## config.mk

```make
export PLATFORM = sky130hd
export DESIGN_NAME = ring_mac_tx
export DESIGN_NICKNAME = d
export VERILOG_FILES = /design/src/ring_mac_tx.v
export VERILOG_INCLUDE_DIRS = /design/src
export SDC_FILE = /design/constraint.sdc
export NUM_CORES = 1
export LEC_CHECK = 0
export ABC_CLOCK_PERIOD_IN_PS = 3300
export BUFFER_PORTS_ARGS = -buffer_cell sky130_fd_sc_hd__buf_4
export CORE_MARGIN = 4
export CORE_UTILIZATION = 47
export CTS_BUF_LIST = sky130_fd_sc_hd__clkbuf_16
export CTS_CLUSTER_DIAMETER = 40
export DETAILED_ROUTE_END_ITERATION = 8
export GPL_ROUTABILITY_DRIVEN = 0
export GPL_TIMING_DRIVEN = 0
export PLACE_DENSITY = 0.6
export REMOVE_ABC_BUFFERS = 1
export SLEW_MARGIN = 20
export SYNTH_ARGS = -nofsm -noshare
export SYNTH_HDL_FRONTEND = slang
export SYNTH_SLANG_ARGS = --single-unit
```

## constraint.sdc

```tcl
create_clock -name i_clock -period 3.3 [get_ports i_clock]
set_clock_uncertainty 0.15 [all_clocks]
set_input_delay 0 -clock i_clock [delete_from_list [all_inputs] [get_ports i_clock]]
set_output_delay 0 -clock i_clock [all_outputs]
set_load 0.005 [all_outputs]
```

## src/ring_tx_defs.vh

```
/*
 Constants for the ring MAC transmit timers, check generator, latch and register map.
 Assumes a single byte clock at 50 MHz; included by bare name.
*/
// Behaviour
// - Append 32-bit check sequence to each frame when generation is requested.
// - If packet carries its check, verify it and flag a mismatch event.
// - Check failure raises interrupt only when its mask bit leaves it unmasked.
// - Check logic consumes frame byte bus under transmit state machine control.
// - Transmit machine repeats frames, captures tokens, holds, issues token types.
// - No separate operative rotation time register exists.
// - Valid-transmission timer restarts on good frame or open token; expiry flags faults.
// - Rotation timer measures each rotation; used for loss and transmit permission.
// - Rotation timer also times claim and beacon recovery.
// - On capture, holding timer loads from rotation timer.
// - Asynchronous frames allowed only until holding timer expires.
// - Bid time register loads from received claim frame information field.
// - Receive machine enables, disables and resets valid-transmission timer.
// - Timer outputs are only four events: rotation, valid, holding, late zero.
// - Transmit latch picks repeat or frame bytes per symbol pair to physical chip.
// - Repeated status symbols may be altered by status logic and extra settings.
// - Fragment replaces final repeated symbol pair with idle pair.
// - Each chip signal except match, test and clocks has a scan latch; here only i_frame_data and o_tx_pair are captured.
// - Register pairs hold low bits in A and high bits in B.
// - Six-bit processor address selects registers, hex digits from upper and lower bits.
// - Read-and-clear registers clear on read; concurrent update stores new state.
// - Bad reads or writes complete normally, change nothing, set access error event.
// - Timers hold two's complement remaining time in 80 ns octets; here they count up once per 20 ns clock.
`ifndef RING_TX_DEFS_VH
`define RING_TX_DEFS_VH

`define A_RX_CONTROL     6'h00
`define A_TX_CONTROL     6'h01
`define A_MASK_LOW       6'h02
`define A_MASK_MID       6'h03
`define A_MASK_HIGH      6'h04
`define A_SHORT_ADDR     6'h10
`define A_LONG_LOW       6'h11
`define A_LONG_MID       6'h12
`define A_LONG_HIGH      6'h13
`define A_REQ_ROT        6'h14
`define A_TIMER_INIT     6'h15
`define A_REVISION       6'h1c
`define A_EVENT_HIGH     6'h1d
`define A_VOID_TIME      6'h1e
`define A_TOKEN_COUNTER       6'h1f
`define A_FRAME_COUNTER       6'h20
`define A_LOST_ERR       6'h21
`define A_EVENT_LOW      6'h22
`define A_EVENT_MID      6'h23
`define A_RX_STATE       6'h24
`define A_TX_STATE       6'h25
`define A_NEG_LOW        6'h26
`define A_NEG_HIGH       6'h27
`define A_INFO_LOW       6'h28
`define A_INFO_HIGH      6'h29
`define A_SIGNATURE      6'h2a
`define A_TVX_VAL        6'h2b
`define A_TRT_LOW        6'h2c
`define A_TRT_HIGH       6'h2d
`define A_THT_LOW        6'h2e
`define A_THT_HIGH       6'h2f
`define A_PKT_REQ        6'h30
`define A_RXC_LOW        6'h31
`define A_RXC_HIGH       6'h32
`define A_TXC_LOW        6'h33
`define A_TXC_HIGH       6'h34

// Control bit positions (rx_control)
`define B_MAC_ON         15
`define B_SET_BIT5       14
`define B_SET_BIT4       13
// Event bit positions
`define B_EV_TXCRC       0
`define B_EV_TVX         1
`define B_EV_TRT         2
`define B_EV_THT         3
`define B_EV_LATE        4
`define B_EV_PERR        0

`define CRC_POLY         32'hedb88320
`define CRC_INIT         32'hffffffff
`define CRC_RESIDUE      32'hdebb20e3
`define REV_VALUE        12'h0a5
`define IDLE_PAIR        8'h00
`define S_SYMBOL         4'h7
`define OCTET_NS         80
`define CLK_NS           20
`define OCTET_CYCLES     (`OCTET_NS / `CLK_NS)
`define RESET_16         16'h0000
`define RESET_24         24'h000000

`endif

```

## src/ring_mac_tx.v

```verilog
/*
 Transmit side of the ring MAC: frame check, protocol timers, transmit latch, processor registers.
 Assumes the receive and transmit state machines drive the strobes; all inputs synchronous to i_clock.
*/
`timescale 1ns/10ps
`default_nettype none
`include "ring_tx_defs.vh"

module ring_mac_tx
(
   // Clock and reset
   input  wire        i_clock,
   input  wire        i_nrst,
   // Processor port
   input  wire        i_proc_sel,
   input  wire        i_proc_wr,
   input  wire [5:0]  i_processor_address_bits,
   input  wire [15:0] i_proc_wdata,
   output reg  [15:0] o_proc_rdata,
   output reg         o_irq,
   // Frame byte bus from send-frame logic
   input  wire [7:0]  i_frame_data,
   input  wire        i_frame_sel,
   input  wire        i_crc_init,
   input  wire        i_crc_strobe,
   input  wire        i_crc_gen,
   input  wire        i_crc_send,
   input  wire        i_crc_check_end,
   // Repeat path
   input  wire [7:0]  i_repeat_pair,
   input  wire        i_status_sym,
   input  wire [2:0]  i_status_index,
   input  wire [3:0]  i_status_force,
   input  wire        i_fragment_last,
   output reg  [7:0]  o_tx_pair,
   // Token and timer control
   input  wire        i_token_capture,
   input  wire        i_good_frame,
   input  wire        i_open_token,
   input  wire        i_tvx_enable,
   input  wire        i_tvx_reset,
   input  wire        i_trt_restart,
   input  wire        i_late_load,
   input  wire        i_late_dec,
   input  wire        i_async_request,
   input  wire        i_claim_info,
   input  wire [7:0]  i_rx_byte,
   output reg         o_async_permit,
   // Scan chain
   input  wire        i_scan_mode,
   input  wire        i_scan_in,
   output reg         o_scan_out,
   // Timer events
   output reg         o_trt_expired,
   output reg         o_tvx_expired,
   output reg         o_tht_expired,
   output reg         o_late_zero
);

   reg  [15:0] rx_control_q;
   reg  [15:0] tx_control_q;
   reg  [15:0] mask_low_q;
   reg  [15:0] mask_mid_q;
   reg  [15:0] mask_high_q;
   reg  [15:0] short_addr_q;
   reg  [15:0] long_low_q;
   reg  [15:0] long_mid_q;
   reg  [15:0] long_high_q;
   reg  [15:0] req_rot_q;
   reg  [15:0] timer_init_q;
   reg  [15:0] event_low_q;
   reg  [15:0] event_mid_q;
   reg  [2:0]  event_high_q;
   reg  [31:0] crc_q;
   reg  [23:0] trt_q;
   reg  [23:0] tht_q;
   reg  [15:0] tvx_q;
   reg  [31:0] bid_time_field_q;
   reg         late_q;
   reg  [3:0]  late_token_counter_q;
   reg  [1:0]  crc_out_idx_q;
   reg  [15:0] scan_q;

   wire        mac_on = rx_control_q[`B_MAC_ON];
   reg  [31:0] crc_d;
   reg  [7:0]  pair_d;
   reg  [15:0] rdata_d;
   reg         known;
   reg         writable;
   integer     k;
   reg         ev_crc;
   reg         ev_perr;
   wire        trt_exp = &trt_q;
   wire        tht_exp = &tht_q;
   wire        tvx_exp = &tvx_q;
   wire        rd_strobe = i_proc_sel & ~i_proc_wr;
   wire        wr_strobe = i_proc_sel & i_proc_wr;

   // Byte-wide CRC, reflected bit order as on the ring
   always @*
   begin
      crc_d = crc_q;
      for (k = 0; k < 8; k = k + 1)
      begin
         if (crc_d[0] ^ i_frame_data[k])
            crc_d = {1'b0, crc_d[31:1]} ^ `CRC_POLY;
         else
            crc_d = {1'b0, crc_d[31:1]};
      end
   end

   // Address decode
   always @*
   begin
      known = 1'b1;
      writable = 1'b0;
      rdata_d = 16'h0000;
      case (i_processor_address_bits)
         `A_RX_CONTROL: begin rdata_d = rx_control_q; writable = 1'b1; end
         `A_TX_CONTROL: begin rdata_d = tx_control_q; writable = 1'b1; end
         `A_MASK_LOW:   begin rdata_d = mask_low_q; writable = 1'b1; end
         `A_MASK_MID:   begin rdata_d = mask_mid_q; writable = 1'b1; end
         `A_MASK_HIGH:  begin rdata_d = mask_high_q; writable = 1'b1; end
         `A_SHORT_ADDR: begin rdata_d = short_addr_q; writable = ~mac_on; end
         `A_LONG_LOW:   begin rdata_d = long_low_q; writable = ~mac_on; end
         `A_LONG_MID:   begin rdata_d = long_mid_q; writable = ~mac_on; end
         `A_LONG_HIGH:  begin rdata_d = long_high_q; writable = ~mac_on; end
         `A_REQ_ROT:    begin rdata_d = req_rot_q; writable = ~mac_on; end
         `A_TIMER_INIT: begin rdata_d = timer_init_q; writable = ~mac_on; end
         `A_REVISION:   rdata_d = {4'h0, `REV_VALUE};
         `A_EVENT_HIGH: rdata_d = {13'h0000, event_high_q};
         `A_EVENT_LOW:  rdata_d = event_low_q;
         `A_EVENT_MID:  rdata_d = event_mid_q;
         `A_TX_STATE:   rdata_d = {13'h0000, o_async_permit, late_token_counter_q == 4'h0, mac_on};
         `A_NEG_LOW:    rdata_d = bid_time_field_q[15:0];
         `A_NEG_HIGH:   rdata_d = {8'h00, bid_time_field_q[23:16]};
         `A_INFO_LOW:   rdata_d = bid_time_field_q[15:0];
         `A_INFO_HIGH:  rdata_d = bid_time_field_q[31:16];
         `A_TVX_VAL:    rdata_d = tvx_q;
         `A_TRT_LOW:    rdata_d = trt_q[15:0];
         `A_TRT_HIGH:   rdata_d = {8'h00, trt_q[23:16]};
         `A_THT_LOW:    rdata_d = tht_q[15:0];
         `A_THT_HIGH:   rdata_d = {8'h00, tht_q[23:16]};
         `A_TXC_LOW:    rdata_d = crc_q[15:0];
         `A_TXC_HIGH:   rdata_d = crc_q[31:16];
         `A_VOID_TIME, `A_TOKEN_COUNTER, `A_FRAME_COUNTER, `A_LOST_ERR, `A_RX_STATE, `A_SIGNATURE, `A_PKT_REQ,
         `A_RXC_LOW, `A_RXC_HIGH: rdata_d = 16'h0000;
         default: known = 1'b0;
      endcase
   end

   always @*
   begin
      ev_crc = i_crc_check_end & ~i_crc_gen & (crc_q != `CRC_RESIDUE);
      ev_perr = i_proc_sel & (~known | (i_proc_wr & ~writable));
   end

   // Transmit latch: repeat or frame data per symbol pair
   always @*
   begin
      pair_d = i_repeat_pair;
      if (i_frame_sel)
      begin
         if (i_crc_send & i_crc_gen)
            pair_d = ~crc_q[8*crc_out_idx_q +: 8];
         else
            pair_d = i_frame_data;
      end
      else if (i_fragment_last)
         pair_d = `IDLE_PAIR;
      else if (i_status_sym)
      begin
         if ((i_status_index == 3'd4 && rx_control_q[`B_SET_BIT5]) ||
             (i_status_index == 3'd3 && rx_control_q[`B_SET_BIT4]))
            pair_d = {`S_SYMBOL, i_repeat_pair[3:0]};
         else
            pair_d = {i_status_force | i_repeat_pair[7:4], i_repeat_pair[3:0]};
      end
   end

   always @(posedge i_clock or negedge i_nrst)
   begin
      if (!i_nrst)
      begin
         rx_control_q <= `RESET_16;
         tx_control_q <= `RESET_16;
         mask_low_q <= `RESET_16;
         mask_mid_q <= `RESET_16;
         mask_high_q <= `RESET_16;
         short_addr_q <= `RESET_16;
         long_low_q <= `RESET_16;
         long_mid_q <= `RESET_16;
         long_high_q <= `RESET_16;
         req_rot_q <= `RESET_16;
         timer_init_q <= `RESET_16;
         event_low_q <= `RESET_16;
         event_mid_q <= `RESET_16;
         event_high_q <= 3'h0;
         o_proc_rdata <= `RESET_16;
         o_irq <= 1'b0;
      end
      else
      begin
         if (wr_strobe & known & writable)
         begin
            case (i_processor_address_bits)
               `A_RX_CONTROL: rx_control_q <= i_proc_wdata;
               `A_TX_CONTROL: tx_control_q <= i_proc_wdata;
               `A_MASK_LOW:   mask_low_q <= i_proc_wdata;
               `A_MASK_MID:   mask_mid_q <= i_proc_wdata;
               `A_MASK_HIGH:  mask_high_q <= i_proc_wdata;
               `A_SHORT_ADDR: short_addr_q <= i_proc_wdata;
               `A_LONG_LOW:   long_low_q <= i_proc_wdata;
               `A_LONG_MID:   long_mid_q <= i_proc_wdata;
               `A_LONG_HIGH:  long_high_q <= i_proc_wdata;
               `A_REQ_ROT:    req_rot_q <= i_proc_wdata;
               `A_TIMER_INIT: timer_init_q <= i_proc_wdata;
               default:       rx_control_q <= rx_control_q;
            endcase
         end
         // Clear on read, new events in the same cycle still land
         event_low_q <= ((rd_strobe && i_processor_address_bits == `A_EVENT_LOW) ? 16'h0000 : event_low_q)
                        | {11'h000, o_late_zero & ~late_q, tht_exp & mac_on, trt_exp & mac_on,
                           tvx_exp & mac_on & i_tvx_enable, ev_crc};
         event_mid_q <= ((rd_strobe && i_processor_address_bits == `A_EVENT_MID) ? 16'h0000 : event_mid_q)
                        | {15'h0000, ev_perr};
         event_high_q <= (rd_strobe && i_processor_address_bits == `A_EVENT_HIGH) ? 3'h0 : event_high_q;
         if (rd_strobe)
            o_proc_rdata <= rdata_d;
         o_irq <= |(event_low_q & mask_low_q) | |(event_mid_q & mask_mid_q)
                  | |(event_high_q & mask_high_q[2:0]);
      end
   end

   // Check generator, timers and latch
   always @(posedge i_clock or negedge i_nrst)
   begin
      if (!i_nrst)
      begin
         crc_q <= `CRC_INIT;
         crc_out_idx_q <= 2'd0;
         trt_q <= `RESET_24;
         tht_q <= `RESET_24;
         tvx_q <= `RESET_16;
         bid_time_field_q <= 32'h00000000;
         late_token_counter_q <= 4'h0;
         late_q <= 1'b0;
         o_tx_pair <= `IDLE_PAIR;
         o_async_permit <= 1'b0;
         o_trt_expired <= 1'b0;
         o_tvx_expired <= 1'b0;
         o_tht_expired <= 1'b0;
         o_late_zero <= 1'b0;
         o_scan_out <= 1'b0;
         scan_q <= 16'h0000;
      end
      else
      begin
         if (i_crc_init)
         begin
            crc_q <= `CRC_INIT;
            crc_out_idx_q <= 2'd0;
         end
         else if (i_crc_strobe)
            crc_q <= crc_d;
         else if (i_crc_send)
            crc_out_idx_q <= crc_out_idx_q + 2'd1;
         o_tx_pair <= pair_d;
         // Timers count up toward all ones while machines run
         if (mac_on)
         begin
            if (i_trt_restart || trt_exp)
               trt_q <= {8'hff, timer_init_q};
            else
               trt_q <= trt_q + 24'd1;
            if (i_token_capture)
               tht_q <= trt_q;
            else if (!tht_exp)
               tht_q <= tht_q + 24'd1;
            if (i_tvx_reset || i_good_frame || i_open_token || tvx_exp)
               tvx_q <= {8'hff, timer_init_q[15:8]};
            else if (i_tvx_enable)
               tvx_q <= tvx_q + 16'd1;
         end
         if (i_claim_info)
         begin
            bid_time_field_q <= {bid_time_field_q[23:0], i_rx_byte};
         end
         if (i_late_load)
            late_token_counter_q <= 4'h1;
         else if (i_late_dec && late_token_counter_q != 4'h0)
            late_token_counter_q <= late_token_counter_q - 4'h1;
         late_q <= o_late_zero;
         o_async_permit <= i_async_request & mac_on & ~tht_exp;
         o_trt_expired <= mac_on & trt_exp;
         o_tvx_expired <= mac_on & i_tvx_enable & tvx_exp;
         o_tht_expired <= mac_on & tht_exp;
         o_late_zero <= late_token_counter_q == 4'h0;
         // Boundary scan shift of captured pin values
         if (i_scan_mode)
            scan_q <= {scan_q[14:0], i_scan_in};
         else
            scan_q <= {i_frame_data, o_tx_pair};
         o_scan_out <= scan_q[15];
      end
   end

endmodule // ring_mac_tx

`default_nettype wire

```

# --- Yosys cells after proc, flatten, opt, wreduce, memory -nomap -nowiden ---
# Index checks and enable logic that the tools add are counted.
# W data, S select, Z words.
totals:
  out_inout_bits: 31
  elab_cells: 197
  ff_bits: 390
  input_bits: 77
classes:
  n_shift: 1
  addsub: 5
  reduce_logical: 40
  eq_ne: 40
  n_bitwise: 49
  muxes: 31
op_table:
  columns: ["op", "count"]
  rows:
  - ["$pmux W16 S25", 1]
  - ["$mux W32", 10]
  - ["$eq A6 B6 Y1 const B", 21]
  - ["$not A13 Y14", 8]
  - ["$mux W16", 5]
  - ["$mux W24", 3]
  - ["$eq A6 B5 Y1 const B", 10]
  - ["$add A24 B1 Y24 const B", 2]
  - ["$reduce_and A24 Y1", 2]
  - ["$mux W8", 5]
  - ["$reduce_or A36 Y1", 1]
  - ["$and A16 B16 Y16", 2]
  - ["$ne A32 B32 Y1 const B", 1]
  - ["$reduce_or A16 Y1", 2]
  - ["$shiftx A32 B6 Y8", 1]
  - ["$reduce_and A2 Y1", 14]
  - ["$and A1 B1 Y1", 18]
  - ["$add A16 B1 Y16 const B", 1]
  - ["$or A16 B1 Y16", 1]
  - ["$or A16 B5 Y16", 1]
  - ["$reduce_and A16 Y1", 1]
  - ["$eq A6 B2 Y1 const B", 2]
  - ["$mux W4", 2]
  - ["$not A8 Y8", 1]
  - ["23 further kinds", 51]

# --- Longest topological paths before layout ---
# Gate-level depths: netlist of run 1.
logic_depth:
  depth_word: 18
  depth_mapped: 10
  depth_no_buf: 7

# --- Least setup slack after synthesis of run 1 ---
# No wires, ideal clock.
synth_timing:
  path_kind: "register -> register"
  from: "register trt_q[1]"
  to: "register trt_q[0]"
  path_stages_with_launch: 9
  required_ps: 3020
  setup_ps: 130
  path_slack_ps: 968
  arrival_ps: 2052
  path_buffers: 2
  synth_period_minus_slack_ps: 2332
  path_cell_list: "dfrtp_1 > ha_1 > nand3_1 > nor4_1 > a21oi_1 > clkbuf_1 > clkbuf_1 > o211ai_1 > o21ai_0"
synth_between:
  elab_chain_len: 3
synth_lines:
  columns: ["item", "line", "source"]
  rows:
  - ["start, declared", "ring_mac_tx.v:75", "reg [23:0] trt_q;"]
  - ["start signal, assigned", "ring_mac_tx.v:242", "trt_q <= `RESET_24;"]
  - ["start signal, assigned", "ring_mac_tx.v:273", "trt_q <= {8'hff, timer_init_q};"]
  - ["start signal, assigned", "ring_mac_tx.v:275", "trt_q <= trt_q + 24'd1;"]
  - ["$reduce_and A24 Y1", "ring_mac_tx.v:93", "wire trt_exp = &trt_q;"]
  - ["$logic_or A1 B1 Y1", "ring_mac_tx.v:272", "if (i_trt_restart || trt_exp)"]
  - ["$mux W24", "ring_mac_tx.v:272", null]
# Every way passes these cells.
# A chain may end at the register's enable or synchronous reset.

# --- Worst setup path in the final report of run 1 ---
layout_timing:
  from: "input i_processor_address_bits[4]"
  to: "register timer_init_q[15]"
layout_between:
  elab_chain_len: 6
  word_cells_on_any_way: 44
  classes_between: "35 x eq/ne; 2 x mux; 2 x bitwise; 5 x reduce/logical"
layout_lines:
  columns: ["item", "line", "source"]
  rows:
  - ["start, declared", "ring_mac_tx.v:17", "input wire [5:0] i_processor_address_bits,"]
  - ["$eq A6 B6 Y1 (tied with other cells)", "ring_mac_tx.v:118", "case (i_processor_address_bits)"]
  - ["$reduce_or A36 Y1 (no source line)", null, null]
  - ["$mux W1", "ring_mac_tx.v:118", null]
  - ["$and A1 B1 Y1 (2 in series)", "ring_mac_tx.v:204", "if (wr_strobe & known & writable)"]
  - ["$reduce_and A2 Y1 (no source line) *", null, null]
  - ["end signal, assigned", "ring_mac_tx.v:195", "timer_init_q <= `RESET_16;"]
  - ["end signal, assigned", "ring_mac_tx.v:217", "`A_TIMER_INIT: timer_init_q <= i_proc_wdata;"]
  - ["end, declared", "ring_mac_tx.v:70", "reg [15:0] timer_init_q;"]
# Mark *: on every way between the ends. The rest lies on a longest branch, timed or not.

==> results of run 1 <==
[per-layer routing]
metal	GRT usage, %	up-vias
li1	-	6914
met1	42.50	8105
met2	46.01	898
met3	6.832	208
met4	14.11	0
met5	0	-
[synth_stat cells (7+ instances only)]
cell | n | area, um2
and2_1 | 7 | 43.79
and3_1 | 21 | 131.4
nand4_1 | 26 | 162.7
a211o_1 | 16 | 140.1
a22oi_1 | 53 | 397.9
nor2b_1 | 14 | 87.58
a32oi_1 | 13 | 113.9
or2_2 | 14 | 87.58
a22o_1 | 32 | 280.3
o21ai_0 | 80 | 400.4
a211oi_1 | 10 | 75.07
nor4_1 | 21 | 131.4
a21oi_1 | 92 | 460.4
mux2_2 | 145 | 1633
buf_2 | 23 | 115.1
mux2_4 | 90 | 1351
nor3_4 | 10 | 162.7
a21o_1 | 16 | 120.1
a31oi_1 | 15 | 93.84
dfstp_2 | 32 | 840.8
xnor2_1 | 49 | 429.2
mux2i_1 | 23 | 230.2
a221oi_1 | 15 | 131.4
nand3_1 | 53 | 265.3
buf_8 | 10 | 150.1
nand2b_1 | 10 | 62.56
buf_1 | 9 | 33.78
nor2_1 | 95 | 356.6
inv_1 | 22 | 82.58
dfrtp_1 | 332 | 8308
or3_1 | 7 | 43.79
xor2_1 | 34 | 297.8
mux4_2 | 8 | 180.2
nand2_1 | 116 | 435.4
nor3_1 | 40 | 200.2
o22ai_1 | 7 | 43.79
clkbuf_1 | 79 | 296.5
[worst min-delay path: stages]
cell	delay (ns)
dlygate4sd3_1	0.52
buf_4	0.10
and3_1	0.13
[what timing repair did]
item                       4_1_cts  5_1_grt
hold endpoints to repair       506        0
setup endpoints to repair        0       16
hold buffers                    97        0
gates resized for setup          0        1
[where the power goes]
group	internal [mW]	leakage, nW	total, mW	switching [mW]
clock network	4.13	1.02	6.57	2.44
registers	5.06	4.72	5.95	0.889
logic	1.60	4.75	3.33	1.73
[logic make-up (layout without fill, tap and decap cells)]
kind of cell / after synthesis / in the layout / synth area share, %
fa+ha+maj: 5 / 5 / 0.3198
flops: 364 / 364 / 46.77
compound gates: 420 / 420 / 14.66
simple gates: 476 / 476 / 12.98
buf+inv: 149 / 368 / 3.735
xor+xnor: 88 / 88 / 4.189
mux: 266 / 266 / 17.35
[layout make-up]
type / instances / area (um2)
clock inverter: 50 / 576.8
fill: 3376 / 16950
clock buffer: 61 / 1526
tap: 532 / 665.6
inverter: 23 / 86.33
multi-input combinational: 1255 / 9774
sequential: 364 / 9153
timing repair buffer: 234 / 2286
[state kept, by name (all words and copies together), names as in the netlist, 8 cells and up]
| register | count |
|---|---|
| bid_time_field_q | 32 |
| crc_q | 32 |
| long_high_q | 16 |
| long_low_q | 16 |
| long_mid_q | 16 |
| mask_high_q | 16 |
| mask_low_q | 16 |
| mask_mid_q | 16 |
| o_proc_rdata | 16 |
| o_tx_pair | 8 |
| req_rot_q | 16 |
| rx_control_q | 16 |
| scan_q | 16 |
| short_addr_q | 16 |
| tht_q | 24 |
| timer_init_q | 16 |
| trt_q | 24 |
| tvx_q | 16 |
| tx_control_q | 16 |
[stage by stage]
step | cells | hold slack (ns) | util, % | area, um2 | setup WS, ns
after floorplan | 1642 | -0.4456 | - | 18920 | 0.2595
after global placement | 2281 | 0.03679 | 49.70 | 20390 | -1.659
after detailed placement | 2311 | -0.3738 | 51.15 | 20980 | -0.4207
after CTS | 2519 | 0.01037 | 58.65 | 24060 | 0.05963
after global routing | 2519 | 0.05679 | 58.68 | 24070 | 0.02820
final | 2519 | 0.03098 | 58.68 | 24070 | -0.02571
[worst min-delay path by stage]
stage	start	endpoint	slack (ns)	cells past startpoint
after detailed placement	i_nrst	o_tx_pair[0]	-0.37	1
after CTS	i_async_request	o_async_permit	0.01	3
after global routing	i_async_request	o_async_permit	0.06	3
after floorplan	i_nrst	bid_time_field_q[0]	-0.45	0
after global placement	i_late_load	late_token_counter_q[3]	0.04	2
final	i_async_request	o_async_permit	0.03	3
==> results.py, run 1 <==
metrics = {
    "critical_path": {
        "path_buf_inv": 2,
        "path_cells": "buf_4 -> nor2b_1 -> and2_1 -> inv_1 -> nor2_4 -> mux2_2",
        "ff2ff_setup_slack_ns": 0.13,
        "critical_path.endpoint": "timer_init_q[15]",
        "reg2regPathDepth": 7,
        "critPathMaxFanout": 30,
        "cp.arrival_ns": 3.65,
        "cp-start-kind": "primary input",
        "required_ns": 3.63,
        "crit_family": "simple AND/OR/NAND/NOR gates",
        "path_depth": 6,
        "critical_path_class": "primary input to flop",
        "critPathSlowestCell": "and2_1",
        "crit_path_start": "i_processor_address_bits[4]",
        "r2r_end": "trt_q[15]",
        "critPathMaxStageDelay_ns": 1.02,
        "critPathCaptureType": "flop",
        "crit-reg2reg-launch": "trt_q[0]",
    },
    "power_and_ir_drop": {
        "power_density_mw_per_mm2": 658.2,
        "p_leak_nw": 10.49,
        "vdd_ir_drop_max_v": 0.0004887,
        "power.total_mw": 15.84,
    },
    "cells_and_area": {
        "layout-drive-gt1-share_pct": 29.19,
        "antenna_cells": 0,
        "layout_common_cells": "dfrtp_1, mux2_2, nand2_1",
        "final_common_cell": "dfrtp_1",
        "finish.net_count": 2019,
        "areaGrowthSynthToFinish_pct": 23.03,
    },
    "logic_synthesis": {
        "synth_cell_type_count": 81,
        "yosysSeqAreaShare_pct": 46.77,
        "synth_area_per_cell_um2": 11.06,
        "syn_area_mm2": 0.01956,
        "synth_edf_count": 0,
        "syn_inst": 1768,
        "ys_seq_elements": 364,
        "yosysWarnings": 0,
        "synthArstFlopShare_pct": 100.0,
        "synthFlopType": "dfrtp_1",
    },
    "global_route": {
        "grt.total_usage_pct": 30.60,
        "grt_pass1_wl_um": 103300,
        "grt_overflow": 0,
        "antenna_found_initial": 0,
        "grt_max_degree": 93,
        "first_global_vias": 15780,
    },
    "clocking": {
        "cts.sinks": 364,
        "cts_buffer_depth": 3,
        "clockRootBuffer": "clkbuf_16",
        "htree_levels": 2,
        "post-cts-setup-buffer-count": 0,
        "insertion_delay_ns": 0.61,
        "cts_tree": "yes",
        "numCtsBuffers": 59,
        "path_clk_slew_ns": 0.05,
    },
    "floorplan": {
        "core_area_mm2": 0.04102,
        "row_count": 74,
        "io_pins": 108,
        "die_area_mm2": 0.04495,
        "dieWidth_um": 212.0,
        "initial_core_util_pct": 47.69,
        "die_height_um": 212.0,
    },
    "drt": {
        "ant_nets": 0,
        "routed_wl_um": 69460,
        "drtIter0Drc": 1923,
        "vias": 16130,
        "highest_layer": "met4",
        "dr_wl_met2_um": 30430,
        "drc": 0,
        "avgRoutedWirePerCell_um": 27.57,
        "first_pass_iters": 6,
        "dr_wl_met3_um": 6460,
        "vias_per_cell": 6.401,
        "routedLengthMet1_um": 28780,
    },
    "job": {
        "drv_cap": 0,
    },
    "sta": {
        "worst_pin_slew_ns": 1.229,
        "finalSetupTns_ns": -0.1314,
        "slew_violations": 0,
        "period_needed_ns": 3.326,
        "layout_setup_ws_ns": -0.02571,
        "setup_violations": 11,
        "post-route-period-util_pct": 100.8,
        "rsz0062_at_grt": "false",
        "fmax_ghz": 0.3007,
        "hold_viol": 0,
        "max_slew_margin_pct": 17.82,
    },
    "outcome": {
        "outcome": "finished, violations left",
        "violations": "negative setup slack",
    },
    "hold_path": {
        "hp-class": "primary input to flop",
    },
    "place": {
        "port_buffers": 107,
        "hpwl_um": 47730,
    },
}
Note: power is estimated with default switching activity, not from simulation.
==> run 2, diff against run 1 <==
--- a/config.mk
+++ b/config.mk
@@ -10,8 +10,7 @@
 export BUFFER_PORTS_ARGS = -buffer_cell sky130_fd_sc_hd__buf_4
 export CORE_MARGIN = 4
 export CORE_UTILIZATION = 47
-export CTS_BUF_LIST = sky130_fd_sc_hd__clkbuf_16
-export CTS_CLUSTER_DIAMETER = 40
+export CTS_CLUSTER_DIAMETER = 150
 export DETAILED_ROUTE_END_ITERATION = 8
 export GPL_ROUTABILITY_DRIVEN = 0
 export GPL_TIMING_DRIVEN = 0
==> run 2 against run 1 <==
  * The flow still finishes with violations (negative setup slack)
  * Register-to-register slack is essentially flat
  * Sequential cell count is the same
  * Utilization shrank 2.1 points
  * Power shrank 13%
  * First-iteration DRC count shrank 6.7%
==> results.py, run 2 (synthesis results as in run 1) <==
metrics = {
    "outcome": {
        "outcome": "finished, violations left",
        "violations": "negative setup slack",
    },
    "sta": {
        "slew_violations": 0,
        "hold_viol": 0,
        "layout_setup_ws_ns": -0.05908,
        "max_slew_margin_pct": 18.87,
        "fmax_ghz": 0.2977,
        "period_needed_ns": 3.359,
        "setup_violations": 16,
        "worst_pin_slew_ns": 1.213,
        "post-route-period-util_pct": 101.8,
        "rsz0062_at_grt": "false",
        "finalSetupTns_ns": -0.7075,
    },
    "global_route": {
        "grt_overflow": 0,
        "antenna_found_initial": 1,
        "grt.total_usage_pct": 30.52,
        "first_global_vias": 15670,
        "grt_pass1_wl_um": 102800,
        "grt_max_degree": 93,
    },
    "clocking": {
        "path_clk_slew_ns": 0.06,
        "numCtsBuffers": 41,
        "cts_tree": "yes",
        "clockRootBuffer": "clkbuf_16",
        "cts_buffer_depth": 3,
        "cts.sinks": 364,
        "insertion_delay_ns": 0.58,
        "htree_levels": 2,
    },
    "critical_path": {
        "path_buf_inv": 2,
        "cp.arrival_ns": 3.65,
        "crit-reg2reg-launch": "trt_q[0]",
        "crit_path_start": "i_processor_address_bits[4]",
        "required_ns": 3.59,
        "path_cells": "buf_4 -> nor2b_1 -> and2_1 -> inv_1 -> nor2_4 -> mux2_2",
        "critPathMaxFanout": 30,
        "cp-start-kind": "primary input",
        "critical_path_class": "primary input to flop",
        "critPathSlowestCell": "and2_1",
        "critPathMaxStageDelay_ns": 0.99,
        "crit_family": "simple AND/OR/NAND/NOR gates",
        "critPathCaptureType": "flop",
    },
    "floorplan": {
        "row_count": 74,
        "die_area_mm2": 0.04495,
        "core_area_mm2": 0.04102,
        "die_height_um": 212.0,
        "initial_core_util_pct": 47.69,
        "dieWidth_um": 212.0,
        "io_pins": 108,
    },
    "cells_and_area": {
        "areaGrowthSynthToFinish_pct": 18.68,
        "regArea_mm2": 0.009153,
        "fillCellCount": 3465,
        "final_cell_area_mm2": 0.02322,
        "layout-drive-gt1-share_pct": 27.71,
        "layout_common_cells": "dfrtp_1, mux2_2, nand2_1",
        "final_common_cell": "dfrtp_1",
        "largestRegisters": "bid_time_field_q x32, crc_q x32",
        "stdcell_count": 2477,
        "post-route-util_pct": 56.60,
        "antenna_cells": 0,
        "multi_input_area_mm2": 0.009774,
        "finish.net_count": 1997,
    },
    "job": {
        "drv_cap": 0,
    },
    "drt": {
        "first_pass_iters": 6,
        "drtIter0Drc": 1795,
        "vias_per_cell": 6.432,
        "drc": 0,
        "vias": 15930,
        "routed_wl_um": 69030,
        "ant_nets": 0,
        "avgRoutedWirePerCell_um": 27.87,
    },
    "place": {
        "hpwl_um": 47730,
        "port_buffers": 107,
        "dp.cells": 2311,
        "placedInstanceArea_mm2": 0.02098,
    },
    "hold_path": {
        "hp-class": "primary input to flop",
        "hold_start": "i_late_load",
    },
    "power_and_ir_drop": {
        "p_leak_nw": 10.08,
        "vdd_ir_drop_max_v": 0.0004269,
        "power.total_mw": 13.73,
        "power_density_mw_per_mm2": 591.6,
    },
}
## run 2: cell types whose count changed in the layout (fill, tap and decap cells not counted), sizes merged
| cell | before | now |
|---|---|---|
| inv | 39 | 24 |
| clkbuf | 61 | 62 |
| clkinv | 19 | 8 |
| dlygate4sd3 | 97 | 93 |
| bufinv | 9 | 0 |
| clkinvlp | 6 | 2 |
## run 2: path summary, 6_finish.rpt
path                                                end  cells after the start  slack (ns)
worst max register to register                trt_q[23]                      6        0.13
worst max-delay path                   timer_init_q[15]                      6       -0.06
worst min register to register               o_scan_out                      0        0.20
max in group asynchronous                      trt_q[2]                      6        1.14
min in group asynchronous                  o_tx_pair[0]                      3        0.23
worst min-delay path            late_token_counter_q[0]                      3        0.02
## run 2: metrics by stage
stage	setup slack [ns]	hold slack (ns)
detailed placement	-0.4207	-0.3738
finish	-0.05908	0.01880
CTS	0.04852	0.003920
floorplan	0.2595	-0.4456
global route	0.03055	0.04293
global placement	-1.659	0.03679
## run 2: area by class of cell
cell class                      instances  area share (%)
Inverter                               23          0.3719
Timing Repair Buffer                  230           9.674
Tap cell                              532           2.867
Multi-Input combinational cell       1255           42.10
Clock inverter                         11          0.2749
Clock buffer                           62           5.287
Sequential cell                       364           39.42
## run 2: worst min-delay path, cell delays in order
cell and delay, ns:
dlygate4sd3_1 0.52, buf_4 0.11, nand2b_1 0.08
## run 2: routing by layer
metal	vias to the layer above	wire length, um	track usage (%)
met1	8012	28430	42.44
met3	189	6387	6.935
met5	-	0	0
li1	6866	-	-
met4	0	3548	13.37
met2	864	30660	46.11
## run 2: repair_timing
| item | 4_1_cts | 5_1_grt |
|---|---|---|
| setup endpoints to repair | 0 | 16 |
| hold buffers | 93 | 0 |
| buffers inserted | 0 | 0 |
| endpoints found under the hold margin | 505 | 0 |
| resized for setup | 0 | 1 |
## run 2: power breakdown
group	switching, mW	internal (mW)
combinational	1.72	1.60
sequential	0.886	5.06
clock	1.91	2.57
==> run 3, diff against run 2 <==
--- a/config.mk
+++ b/config.mk
@@ -8,13 +8,14 @@
 export LEC_CHECK = 0
 export ABC_CLOCK_PERIOD_IN_PS = 3300
 export BUFFER_PORTS_ARGS = -buffer_cell sky130_fd_sc_hd__buf_4
+export CAP_MARGIN = 20
 export CORE_MARGIN = 4
-export CORE_UTILIZATION = 47
+export CORE_UTILIZATION = 60
 export CTS_CLUSTER_DIAMETER = 150
 export DETAILED_ROUTE_END_ITERATION = 8
 export GPL_ROUTABILITY_DRIVEN = 0
 export GPL_TIMING_DRIVEN = 0
-export PLACE_DENSITY = 0.6
+export PLACE_DENSITY = 0.75
 export REMOVE_ABC_BUFFERS = 1
 export SLEW_MARGIN = 20
 export SYNTH_ARGS = -nofsm -noshare
==> run 3 against run 2 <==
  * Via count up 3.9%
  * Fmax increased by 2.3%
  * Utilization up 16 points
  * The flow now finishes without violations
  * Largest power group unchanged
  * Critical path type unchanged
  * Cell area fell by 0.49%
  * Sequential cell count did not move
  * Clock power increased by 6.0%
  * Critical path depth unchanged
  * Combinational power is 2% higher
==> results.py, run 3 (synthesis results as in run 1) <==
metrics = {
    "outcome": {
        "outcome": "finished, final reports clean",
    },
    "sta": {
        "holdWs_ns": 0.06820,
        "fmax_ghz": 0.3045,
        "setup_violations": 0,
        "period_needed_ns": 3.284,
        "slew_violations": 0,
        "post-route-period-util_pct": 99.52,
        "hold_viol": 0,
        "finalSetupTns_ns": 0,
        "rsz0062_at_grt": "false",
        "max_slew_margin_pct": 19.34,
        "worst_pin_slew_ns": 1.207,
    },
    "global_route": {
        "first_global_vias": 16240,
        "met2_usage_pct": 54.68,
        "grt_pass1_wl_um": 100200,
        "antenna_found_initial": 1,
        "top_usage_layer": "met2",
        "use_met3_pct": 10.28,
        "grt_max_degree": 99,
        "grt.total_usage_pct": 36.70,
        "grt_overflow": 0,
        "gr-usage-met1_pct": 48.55,
    },
    "drt": {
        "drtIter0Drc": 2541,
        "drc": 0,
        "vias_per_cell": 6.971,
        "routed_wl_um": 66440,
        "avgRoutedWirePerCell_um": 27.98,
        "ant_nets": 0,
        "vias": 16560,
        "first_pass_iters": 8,
    },
    "cells_and_area": {
        "post-route-util_pct": 72.47,
        "layout-drive-gt1-share_pct": 27.99,
        "areaGrowthSynthToFinish_pct": 18.10,
        "fillCellCount": 2164,
        "layout_common_cells": "dfrtp_1, mux2_2, nand2_1",
        "final_cell_area_mm2": 0.02310,
        "finish.net_count": 1992,
        "final_common_cell": "dfrtp_1",
        "antenna_cells": 0,
        "largestRegisters": "bid_time_field_q x32, crc_q x32",
    },
    "power_and_ir_drop": {
        "power_density_mw_per_mm2": 608.8,
        "vdd_ir_drop_max_v": 0.0004426,
        "p_leak_nw": 10.09,
        "power.total_mw": 14.07,
    },
    "critical_path": {
        "cp.arrival_ns": 3.55,
        "critPathMaxFanout": 30,
        "critical_path_class": "primary input to flop",
        "cp-start-kind": "primary input",
        "critPathCaptureType": "flop",
        "required_ns": 3.57,
    },
    "job": {
        "drv_cap": 0,
    },
    "clocking": {
        "htree_levels": 2,
        "cts.sinks": 364,
        "numCtsBuffers": 39,
        "cts_buffer_depth": 3,
        "path_clk_slew_ns": 0.05,
        "clockRootBuffer": "clkbuf_16",
        "insertion_delay_ns": 0.55,
        "cts_tree": "yes",
    },
    "place": {
        "placedInstanceArea_mm2": 0.02072,
        "hpwl_um": 44130,
        "port_buffers": 107,
    },
    "hold_path": {
        "hp-class": "primary input to flop",
    },
    "floorplan": {
        "initial_core_util_pct": 61.36,
        "core_area_mm2": 0.03188,
        "io_pins": 108,
        "row_count": 65,
        "die_height_um": 188.6,
        "dieWidth_um": 188.6,
        "die_area_mm2": 0.03556,
    },
}
## run 3: worst paths after layout
| check | cells after the start | startpoint | slack (ns) | endpoint |
|---|---|---|---|---|
| worst max-delay path | 6 | i_processor_address_bits[4] | 0.02 | timer_init_q[6] |
| worst min-delay path | 3 | i_late_load | 0.07 | late_token_counter_q[1] |
| worst max register to register | 7 | rx_control_q[15] | 0.11 | rx_control_q[0] |
| worst min register to register | 0 | scan_q[15] | 0.21 | o_scan_out |
| max in group asynchronous | 5 | i_nrst | 1.55 | trt_q[2] |
| min in group asynchronous | 3 | i_nrst | 0.43 | crc_q[11] |
## run 3: timing repair
action / CTS / global route
setup endpoints to repair: 0 / 11
endpoints found under the hold margin: 570 / 0
buffers inserted: 0 / 0
hold buffers: 93 / 0
resized for setup: 0 / 1
## run 3: per-stage QoR
step / setup WS [ns] / instances
after floorplan: 0.2595 / 1642
after global placement: -1.456 / 2184
after detailed placement: -0.3602 / 2209
after CTS: 0.07948 / 2373
after global routing: 0.02813 / 2375
final: 0.01587 / 2375
## run 3: area by class of cell
type,count,area [um2],area share [%]
multi-input combinational,1255,9761,42.25
sequential,364,9153,39.62
timing repair buffer,227,2165,9.369
clock buffer,52,1157,5.009
tap,435,544.3,2.356
clock inverter,19,237.7,1.029
inverter,23,86.33,0.3737
## run 3: worst max-delay path, cell delays in order
cell and delay [ns]:
buf_4 0.36, nor2b_1 0.87, and2_1 1.02, inv_1 0.19
nor2_4 0.66, mux2_2 0.42
## run 3: metal layers
layer | wire [um] | part of all wire [%]
met1 | 24500 | 37
met2 | 28760 | 43
met3 | 8211 | 12
met4 | 4886 | 7.4
met5 | 90 | 0.14
## run 3: power by group
part           total [mW]  switching, mW  internal (mW)
clock network        4.75           1.88           2.86
logic                3.38           1.78           1.59
registers            5.94          0.887           5.05
total                14.1           4.55           9.51
